<file path="src/jdtp_cfg.svh">
// Purpose: constants for the test-access, debug and trace port
// Assumes: one 100 MHz system clock; all pin inputs are asynchronous to it
// Notes:   every instruction, control and trace constant used by the port lives here; tap state codes are in the package
//
// Summary of operation
// - the test clock is used only to shift and advance the test registers, never as a core clock.
// - the test clock is treated as fully asynchronous to the system and processor clocks.
// - on each test-clock rise the data-in bit shifts into the instruction or selected data register.
// - serial test data out changes only on a test-clock fall.
// - the test data out pin is released (not driven) whenever nothing is being shifted out; the port keeps it driven throughout trace mode.
// - mode select is sampled on each test-clock rise and steers the TAP state machine.
// - in extended debug mode the data-in pin serves as the active-low debug interrupt.
// - a debug interrupt during real-time trace ends trace and returns to standard test operation.
// - in extended debug mode the data-out pin carries the program-counter trace stream.
// - trace carries non-sequential program counter values at half the processor rate or a division of that.
// - a trace capture clock derived from the processor clock is driven out for the tool.
// - a 3-bit trace status code is driven, with 000 meaning debug mode.
`ifndef JDTP_CFG_SVH
`define JDTP_CFG_SVH

`define JDTP_CLK_PERIOD_NS 10
`define JDTP_SYNC_STAGES   2

// instruction register
`define JDTP_IR_W          4
`define JDTP_IR_IDCODE     4'h1
`define JDTP_IR_DBGCTL     4'h8
`define JDTP_IR_BYPASS     4'hF
`define JDTP_IR_CAPTURE    4'h1

// identity word, arbitrary value
`define JDTP_IDCODE_VAL    32'h0000_0ACF

// debug control register: [0] trace mode, [4:1] trace clock divider
`define JDTP_CTL_W         5
`define JDTP_CTL_MODE_BIT  0
`define JDTP_CTL_DIV_LSB   1
`define JDTP_CTL_DIV_W     4
`define JDTP_CTL_RESET     5'h00

// trace
`define JDTP_PC_W          32
`define JDTP_PCST_DBM      3'h0

`endif

</file>
<file path="src/jdtp_pkg.sv">
// Purpose: types for the test-access, debug and trace port
// Assumes: constants come from jdtp_cfg.svh
// Notes:   tap state codes of the IR column are the DR codes with bit 3 set, capture to update
`include "jdtp_cfg.svh"

package jdtp_pkg;

    typedef enum logic [3:0] {
        TAP_TLR  = 4'hF,
        TAP_RTI  = 4'hC,
        TAP_SDRS = 4'h7,
        TAP_CDR  = 4'h6,
        TAP_SDR  = 4'h2,
        TAP_E1DR = 4'h1,
        TAP_PDR  = 4'h3,
        TAP_E2DR = 4'h0,
        TAP_UDR  = 4'h5,
        TAP_SIRS = 4'h4,
        TAP_CIR  = 4'hE,
        TAP_SIR  = 4'hA,
        TAP_E1IR = 4'h9,
        TAP_PIR  = 4'hB,
        TAP_E2IR = 4'h8,
        TAP_UIR  = 4'hD
    } jdtp_tap_e;

    typedef struct packed {
        logic tck;
        logic tms;
        logic tdi;
        logic trst_n;
    } jdtp_pin_in_s;

    typedef struct packed {
        logic       tdo;
        logic       tdo_oe;
        logic       dclk;
        logic [2:0] pcst;
    } jdtp_pin_out_s;

endpackage

</file>
<file path="src/jdtp_port.sv">
// Purpose: test-access port, debug control and program-counter trace
// Assumes: test pins are oversampled by clk, so tck must stay well below clk / 4
// Notes:   one clock domain; pin edges are found after a two-flop synchroniser
`timescale 1ns/1ns
`default_nettype none
`include "jdtp_cfg.svh"

module jdtp_port #(
    parameter int PC_W = `JDTP_PC_W
) (
    input  wire logic                    clk,
    input  wire logic                    reset_n,
    input  wire jdtp_pkg::jdtp_pin_in_s  pin_in,
    output jdtp_pkg::jdtp_pin_out_s      pin_out,
    input  wire logic                    core_pc_valid,
    input  wire logic [PC_W-1:0]         core_pc,
    input  wire logic [2:0]              core_pcst,
    output logic                         core_pc_ready,
    output logic                         trace_active
);

    // ----------------------------------------------------------------
    // pin synchronisers
    // ----------------------------------------------------------------
    logic [3:0]            sync1;
    logic [3:0]            sync2;
    logic                  tck_d;
    logic                  tck_s;
    logic                  tms_s;
    logic                  tdi_s;
    logic                  trst_s;
    logic                  tck_rise;
    logic                  tck_fall;

    // pins are asynchronous to clk, so tck is only ever sampled here
    always_ff @(posedge clk or negedge reset_n) begin
        if (!reset_n) begin
            sync1 <= 4'h1;
            sync2 <= 4'h1;
            tck_d <= 1'b0;
        end else begin
            sync1 <= {pin_in.tck, pin_in.tms, pin_in.tdi, pin_in.trst_n};
            sync2 <= sync1;
            tck_d <= sync2[3];
        end
    end

    assign tck_s    = sync2[3];
    assign tms_s    = sync2[2];
    assign tdi_s    = sync2[1];
    assign trst_s   = sync2[0];
    assign tck_rise = tck_s & ~tck_d;
    assign tck_fall = ~tck_s & tck_d;

    // ----------------------------------------------------------------
    // tap controller
    // ----------------------------------------------------------------
    jdtp_pkg::jdtp_tap_e   tap;
    jdtp_pkg::jdtp_tap_e   next_tap;

    always_comb begin
        next_tap = tap;
        unique case (tap)
            jdtp_pkg::TAP_TLR:  next_tap = tms_s ? jdtp_pkg::TAP_TLR  : jdtp_pkg::TAP_RTI;
            jdtp_pkg::TAP_RTI:  next_tap = tms_s ? jdtp_pkg::TAP_SDRS : jdtp_pkg::TAP_RTI;
            jdtp_pkg::TAP_SDRS: next_tap = tms_s ? jdtp_pkg::TAP_SIRS : jdtp_pkg::TAP_CDR;
            jdtp_pkg::TAP_CDR:  next_tap = tms_s ? jdtp_pkg::TAP_E1DR : jdtp_pkg::TAP_SDR;
            jdtp_pkg::TAP_SDR:  next_tap = tms_s ? jdtp_pkg::TAP_E1DR : jdtp_pkg::TAP_SDR;
            jdtp_pkg::TAP_E1DR: next_tap = tms_s ? jdtp_pkg::TAP_UDR  : jdtp_pkg::TAP_PDR;
            jdtp_pkg::TAP_PDR:  next_tap = tms_s ? jdtp_pkg::TAP_E2DR : jdtp_pkg::TAP_PDR;
            jdtp_pkg::TAP_E2DR: next_tap = tms_s ? jdtp_pkg::TAP_UDR  : jdtp_pkg::TAP_SDR;
            jdtp_pkg::TAP_UDR:  next_tap = tms_s ? jdtp_pkg::TAP_SDRS : jdtp_pkg::TAP_RTI;
            jdtp_pkg::TAP_SIRS: next_tap = tms_s ? jdtp_pkg::TAP_TLR  : jdtp_pkg::TAP_CIR;
            jdtp_pkg::TAP_CIR:  next_tap = tms_s ? jdtp_pkg::TAP_E1IR : jdtp_pkg::TAP_SIR;
            jdtp_pkg::TAP_SIR:  next_tap = tms_s ? jdtp_pkg::TAP_E1IR : jdtp_pkg::TAP_SIR;
            jdtp_pkg::TAP_E1IR: next_tap = tms_s ? jdtp_pkg::TAP_UIR  : jdtp_pkg::TAP_PIR;
            jdtp_pkg::TAP_PIR:  next_tap = tms_s ? jdtp_pkg::TAP_E2IR : jdtp_pkg::TAP_PIR;
            jdtp_pkg::TAP_E2IR: next_tap = tms_s ? jdtp_pkg::TAP_UIR  : jdtp_pkg::TAP_SIR;
            jdtp_pkg::TAP_UIR:  next_tap = tms_s ? jdtp_pkg::TAP_SDRS : jdtp_pkg::TAP_RTI;
        endcase
    end

    always_ff @(posedge clk or negedge reset_n) begin
        if (!reset_n) begin
            tap <= jdtp_pkg::TAP_TLR;
        end else if (!trst_s) begin
            tap <= jdtp_pkg::TAP_TLR;
        end else if (tck_rise) begin
            tap <= next_tap;
        end
    end

    // ----------------------------------------------------------------
    // instruction and data registers
    // ----------------------------------------------------------------
    logic [`JDTP_IR_W-1:0]  ir;
    logic [`JDTP_IR_W-1:0]  ir_sr;
    logic [31:0]            dr_sr;
    logic [`JDTP_CTL_W-1:0] ctl;
    logic                   trace_mode;
    logic [`JDTP_CTL_DIV_W-1:0] div;

    assign trace_mode = ctl[`JDTP_CTL_MODE_BIT];
    assign div        = ctl[`JDTP_CTL_DIV_LSB +: `JDTP_CTL_DIV_W];

    // shifts a bit in at the top of the selected register length
    function automatic logic [31:0] dr_shift(input logic [31:0] sr, input logic b,
                                             input logic [`JDTP_IR_W-1:0] op);
        logic [31:0] r;
        r = {b, sr[31:1]};
        if (op == `JDTP_IR_DBGCTL) begin
            r = {27'h0, b, sr[`JDTP_CTL_W-1:1]};
        end else if (op != `JDTP_IR_IDCODE) begin
            r = {31'h0, b};
        end
        return r;
    endfunction

    // in trace mode the data-in pin is the debug interrupt, so nothing shifts from it
    always_ff @(posedge clk or negedge reset_n) begin
        if (!reset_n) begin
            ir    <= `JDTP_IR_IDCODE;
            ir_sr <= '0;
            dr_sr <= '0;
        end else if (!trst_s) begin
            ir    <= `JDTP_IR_IDCODE;
        end else if (tck_rise) begin
            unique case (tap)
                jdtp_pkg::TAP_TLR: ir <= `JDTP_IR_IDCODE;
                jdtp_pkg::TAP_CIR: ir_sr <= `JDTP_IR_CAPTURE;
                jdtp_pkg::TAP_SIR: ir_sr <= {tdi_s & ~trace_mode, ir_sr[`JDTP_IR_W-1:1]};
                jdtp_pkg::TAP_UIR: ir <= ir_sr;
                jdtp_pkg::TAP_CDR: begin
                    if (ir == `JDTP_IR_IDCODE) begin
                        dr_sr <= `JDTP_IDCODE_VAL;
                    end else if (ir == `JDTP_IR_DBGCTL) begin
                        dr_sr <= {27'h0, ctl};
                    end else begin
                        dr_sr <= '0;
                    end
                end
                jdtp_pkg::TAP_SDR: dr_sr <= dr_shift(dr_sr, tdi_s & ~trace_mode, ir);
                default: ;
            endcase
        end
    end

    // debug control; a debug interrupt wins over a simultaneous update
    always_ff @(posedge clk or negedge reset_n) begin
        if (!reset_n) begin
            ctl <= `JDTP_CTL_RESET;
        end else if (!trst_s) begin
            ctl <= `JDTP_CTL_RESET;
        end else if (trace_mode && !tdi_s) begin
            ctl[`JDTP_CTL_MODE_BIT] <= 1'b0;
        end else if (tck_rise && tap == jdtp_pkg::TAP_UDR && ir == `JDTP_IR_DBGCTL) begin
            ctl <= dr_sr[`JDTP_CTL_W-1:0];
        end
    end

    // ----------------------------------------------------------------
    // serial scan output
    // ----------------------------------------------------------------
    logic                  scan_tdo;
    logic                  scan_oe;

    always_ff @(posedge clk or negedge reset_n) begin
        if (!reset_n) begin
            scan_tdo <= 1'b0;
            scan_oe  <= 1'b0;
        end else if (tck_fall) begin
            scan_tdo <= (tap == jdtp_pkg::TAP_SIR) ? ir_sr[0] : dr_sr[0];
            scan_oe  <= (tap == jdtp_pkg::TAP_SIR) || (tap == jdtp_pkg::TAP_SDR);
        end
    end

    // ----------------------------------------------------------------
    // trace clock and program-counter stream
    // ----------------------------------------------------------------
    logic [`JDTP_CTL_DIV_W-1:0] div_cnt;
    logic                  dclk;
    logic                  dclk_fall;
    logic [PC_W-1:0]       tsr;
    logic [5:0]            tbits;
    logic                  tpc;

    // half period is div+1 clk cycles; div 0 gives clk / 2
    assign dclk_fall     = trace_mode && dclk && (div_cnt == div);
    assign core_pc_ready = trace_mode && (tbits == 6'h00);

    always_ff @(posedge clk or negedge reset_n) begin
        if (!reset_n) begin
            div_cnt <= '0;
            dclk    <= 1'b0;
        end else if (!trace_mode) begin
            div_cnt <= '0;
            dclk    <= 1'b0;
        end else if (div_cnt == div) begin
            div_cnt <= '0;
            dclk    <= ~dclk;
        end else begin
            div_cnt <= div_cnt + 1'b1;
        end
    end

    // the core offers only non-sequential pcs; one is held until fully sent
    always_ff @(posedge clk or negedge reset_n) begin
        if (!reset_n) begin
            tsr   <= '0;
            tbits <= '0;
            tpc   <= 1'b0;
        end else if (!trace_mode) begin
            tbits <= '0;
            tpc   <= 1'b0;
        end else if (core_pc_valid && core_pc_ready) begin
            tsr   <= core_pc;
            tbits <= 6'(PC_W);
        end else if (dclk_fall && tbits != 6'h00) begin
            tpc   <= tsr[0];
            tsr   <= tsr >> 1;
            tbits <= tbits - 6'h01;
        end
    end

    // ----------------------------------------------------------------
    // pin outputs
    // ----------------------------------------------------------------
    always_ff @(posedge clk or negedge reset_n) begin
        if (!reset_n) begin
            pin_out <= '0;
        end else begin
            pin_out.tdo    <= trace_mode ? tpc : scan_tdo;
            pin_out.tdo_oe <= trace_mode | scan_oe;
            pin_out.dclk   <= dclk;
            pin_out.pcst   <= trace_mode ? core_pcst : `JDTP_PCST_DBM;
        end
    end

    assign trace_active = trace_mode;
endmodule

`default_nettype wire

</file>
<file path="config.mk">
export PLATFORM = sky130hd
export DESIGN_NAME = jdtp_port
export DESIGN_NICKNAME = d
export VERILOG_FILES = /design/src/jdtp_pkg.sv /design/src/jdtp_port.sv
export VERILOG_INCLUDE_DIRS = /design/src
export SDC_FILE = /design/constraint.sdc
export NUM_CORES = 1
export LEC_CHECK = 0
export CORE_MARGIN = 5
export CORE_UTILIZATION = 45
export DETAILED_ROUTE_END_ITERATION = 16
export DONT_BUFFER_PORTS = 1
export SLEW_MARGIN = 15
export SYNTH_ARGS = -nofsm -noshare
export SYNTH_HDL_FRONTEND = slang
export SYNTH_SLANG_ARGS = --single-unit
</file>
<file path="constraint.sdc">
create_clock -name clk -period 2.45 [get_ports clk]
set_clock_uncertainty 0.1 [all_clocks]
set_input_delay 0.245 -clock clk [delete_from_list [all_inputs] [get_ports clk]]
set_output_delay 0.245 -clock clk [all_outputs]
set_load 0.02 [all_outputs]
</file>
==> flow_metrics.env <==
export IMPL_avgViaCountPerCell=5.36
export IMPL_clock_sinks=110
export IMPL_ctsHtreeMaxLevel=3
export IMPL_end_kind="flop"
export IMPL_synth_edf_count=0
export IMPL_hp_class="primary input to async pin"
export IMPL_num_rows=37
export IMPL_synth_top_cell_area_share_pct=53.5
export IMPL_syn_inst=453
export IMPL_slew_headroom_pct=65.7
export IMPL_dp_hpwl_um=5840
export IMPL_synth_area_sq_um=4820
export IMPL_fin_tns_setup_ns=0
export IMPL_fp_dieArea_sq_um=12900
export IMPL_synthTopCellsByArea="dfrtp_1 53%, a221oi_1 5.6%, a22o_1 4.5%"
export IMPL_antenna_cells=0
export IMPL_antenna_found_initial=0
export IMPL_grt_pass1_vias=3399
export IMPL_synth_top_area_cell="dfrtp_1"
export IMPL_reg2reg_depth=5
export IMPL_path_clk_slew_ns=0.10
export IMPL_power_mw=2.96
export IMPL_synth_area_per_cell_sq_um=10.6
export IMPL_yosysMostFrequentCell="dfrtp_1"
export IMPL_syn_to_final_growth_pct=14.0
export IMPL_fin_crit_ns=2.17
export IMPL_critPathRequiredTime_ns=2.66
export IMPL_grt_pass1_wl_um=16300
export IMPL_final_layout_size_suffix_gt1_share_pct=9.18
export IMPL_async_reset_ff_share_pct=100
export IMPL_ys_seq_elements=110
export IMPL_fmax_mhz=461
export IMPL_dr_pass1_iters=5
export IMPL_status="finished, violations left"
export IMPL_drt_wl_total_um=9270
export IMPL_worst_slew_pin_slew_ns=0.507
export IMPL_startpoint_type="flop"
export IMPL_clk_latency_ns=0.37
export IMPL_rrSetupSlack_ns=0.28
export IMPL_post_cts_buffers=0
export IMPL_critical_path_class="flop to flop"
export IMPL_rsz0062_at_grt="no"
export IMPL_syn_nets=498
export IMPL_violations="hold timing"
export IMPL_cts_tree="done"
export IMPL_yosysWarnings=0
export IMPL_fin_hold_ws_ns=-0.542
export IMPL_synth_cell_types=55
export IMPL_worstReg2RegEnd="dr_sr[17]"
export IMPL_worstPathArrival_ns=2.38
export IMPL_min_period_over_period_pct=88.6
export IMPL_hold_buffers=39
export IMPL_core_area_sq_um=10400
export IMPL_drt_iter0_drc=229
export IMPL_path_max_fanout=28
export IMPL_clockBufferDepth=2
export IMPL_die_h_um=114
export IMPL_ir_drop_uv=436
export IMPL_fin_nets=530
export IMPL_cts_root_buf="clkbuf_8"
export IMPL_hold_viol=110
export IMPL_routedWlPerCell_um=14.8
export IMPL_ioPinCount=50
export IMPL_grt_max_degree=111
export IMPL_ant_nets=0
export IMPL_die_w_um=114
export IMPL_drc=0
export IMPL_synth_commonest_cells="103 x dfrtp_1, 56 x nor2_1, 45 x inv_1"
export IMPL_portBuffers=0
export IMPL_synth_ff_type="dfrtp_1"
export IMPL_cellPowerDensity_nw_per_um2=539
export IMPL_numCtsBuffers=9
export IMPL_gp_congestion=0.724
export IMPL_yosysSeqAreaShare_pct=57.3
export IMPL_vias=3358
export IMPL_drv_cap=0
export IMPL_setup_viol=0
export IMPL_grt_overflow=0
export IMPL_slew_viol_final=0
export IMPL_track_usage_pct=15.5
export IMPL_reg2reg_from="tap[1]"
export IMPL_cellLeakagePower_nw=2.56
export IMPL_initial_core_util_pct=46.5
## cell families (layout without fill, tap and decap cells)
kind of cell    count (synthesis)  after routing  synth area share, %
simple gates                  137            137                 14.7
fa+ha+maj                       3              3                0.779
compound gates                108            108                 16.7
flops                         110            110                 57.3
mux                            11             11                 2.39
xor+xnor                        8              8                 1.45
buf+inv                        76            113                 6.64
## where the power goes
group          switching [mW]  total (mW)  internal (mW)
clock                   0.604       0.982          0.378
sequential             0.0307        1.87           1.84
combinational          0.0401       0.106         0.0663
## per-layer routing
layer | track usage [%] | vias up | routed length [um]
met4 | 5.29 | 0 | 146
met1 | 21.5 | 1645 | 4370
li1 | - | 1652 | -
met5 | 0 | - | 0
met3 | 3.61 | 11 | 324
met2 | 24.1 | 50 | 4430
## what timing repair did
action | CTS | global route
setup endpoints to repair | 0 | 0
gates resized for setup | 0 | 0
hold endpoints to repair | 149 | 110
## area by class of cell
| cell class | instances | area (sq um) |
|---|---|---|
| repair buffers | 51 | 480 |
| clock buffers | 12 | 135 |
| clock inverters | 4 | 30.0 |
| flip-flops and latches | 110 | 2760 |
| multi-input cells | 267 | 1740 |
| inverters | 46 | 173 |
| fillers | 940 | 4880 |
| well taps | 136 | 170 |
## metrics by stage
step	instances	instance area, sq um	hold WS [ns]	worst slack [ns]	util [%]
2_1_floorplan	453	4820	-0.151	0.469	-
6_report	626	5490	-0.542	0.279	53.0
3_5_place_dp	571	4940	-0.146	0.290	47.6
5_1_grt	626	5490	-0.577	0.114	53.0
4_1_cts	626	5490	-0.566	0.272	53.0
3_3_place_gp	571	4940	-0.146	0.322	47.6
## critical path, cell delays in order (launching register included)
cell	delay, ns
dfstp_2	0.66
nand2b_1	0.11
or4_4	0.66
nor3_4	0.24
buf_4	0.20
a22o_1	0.14
## sequential cells by signal, summed over array words and instances, names as in the netlist
| name | flops |
|---|---|
| dr_sr | 32 |
| tsr | 32 |
| pin_out | 6 |
| tbits | 6 |
| ctl | 5 |
| div_cnt | 4 |
| ir | 4 |
| ir_sr | 4 |
| sync1 | 4 |
| sync2 | 4 |
| tap | 4 |
| dclk | 1 |
| scan_oe | 1 |
| scan_tdo | 1 |
| tck_d | 1 |
| tpc | 1 |
## cell usage in the layout (no fill, tap or decap), types with 9 or more instances in the layout
cell type | Yosys | layout
dfrtp_1 | 103 | 103
a21oi_1 | 9 | 9
dlygate4sd3_1 | 0 | 39
nand2_1 | 21 | 21
o21ai_0 | 22 | 22
inv_1 | 45 | 45
a221oi_1 | 31 | 31
nor2_1 | 56 | 56
clkbuf_8 | 0 | 9
buf_4 | 0 | 12
a22o_1 | 25 | 25
nand3_1 | 10 | 10
## worst max path at each step
stage,end,depth (start not counted),slack (ns),start
after floorplan,dr_sr[18],6,0.47,sync2[0]
after global placement,dr_sr[4],4,0.32,tap[1]
after detailed placement,dr_sr[4],5,0.29,tap[1]
after CTS,dr_sr[18],5,0.27,tap[1]
after global routing,dr_sr[7],4,0.11,tap[1]
final,dr_sr[17],5,0.28,tap[1]
(Power assumes the default switching activity.)
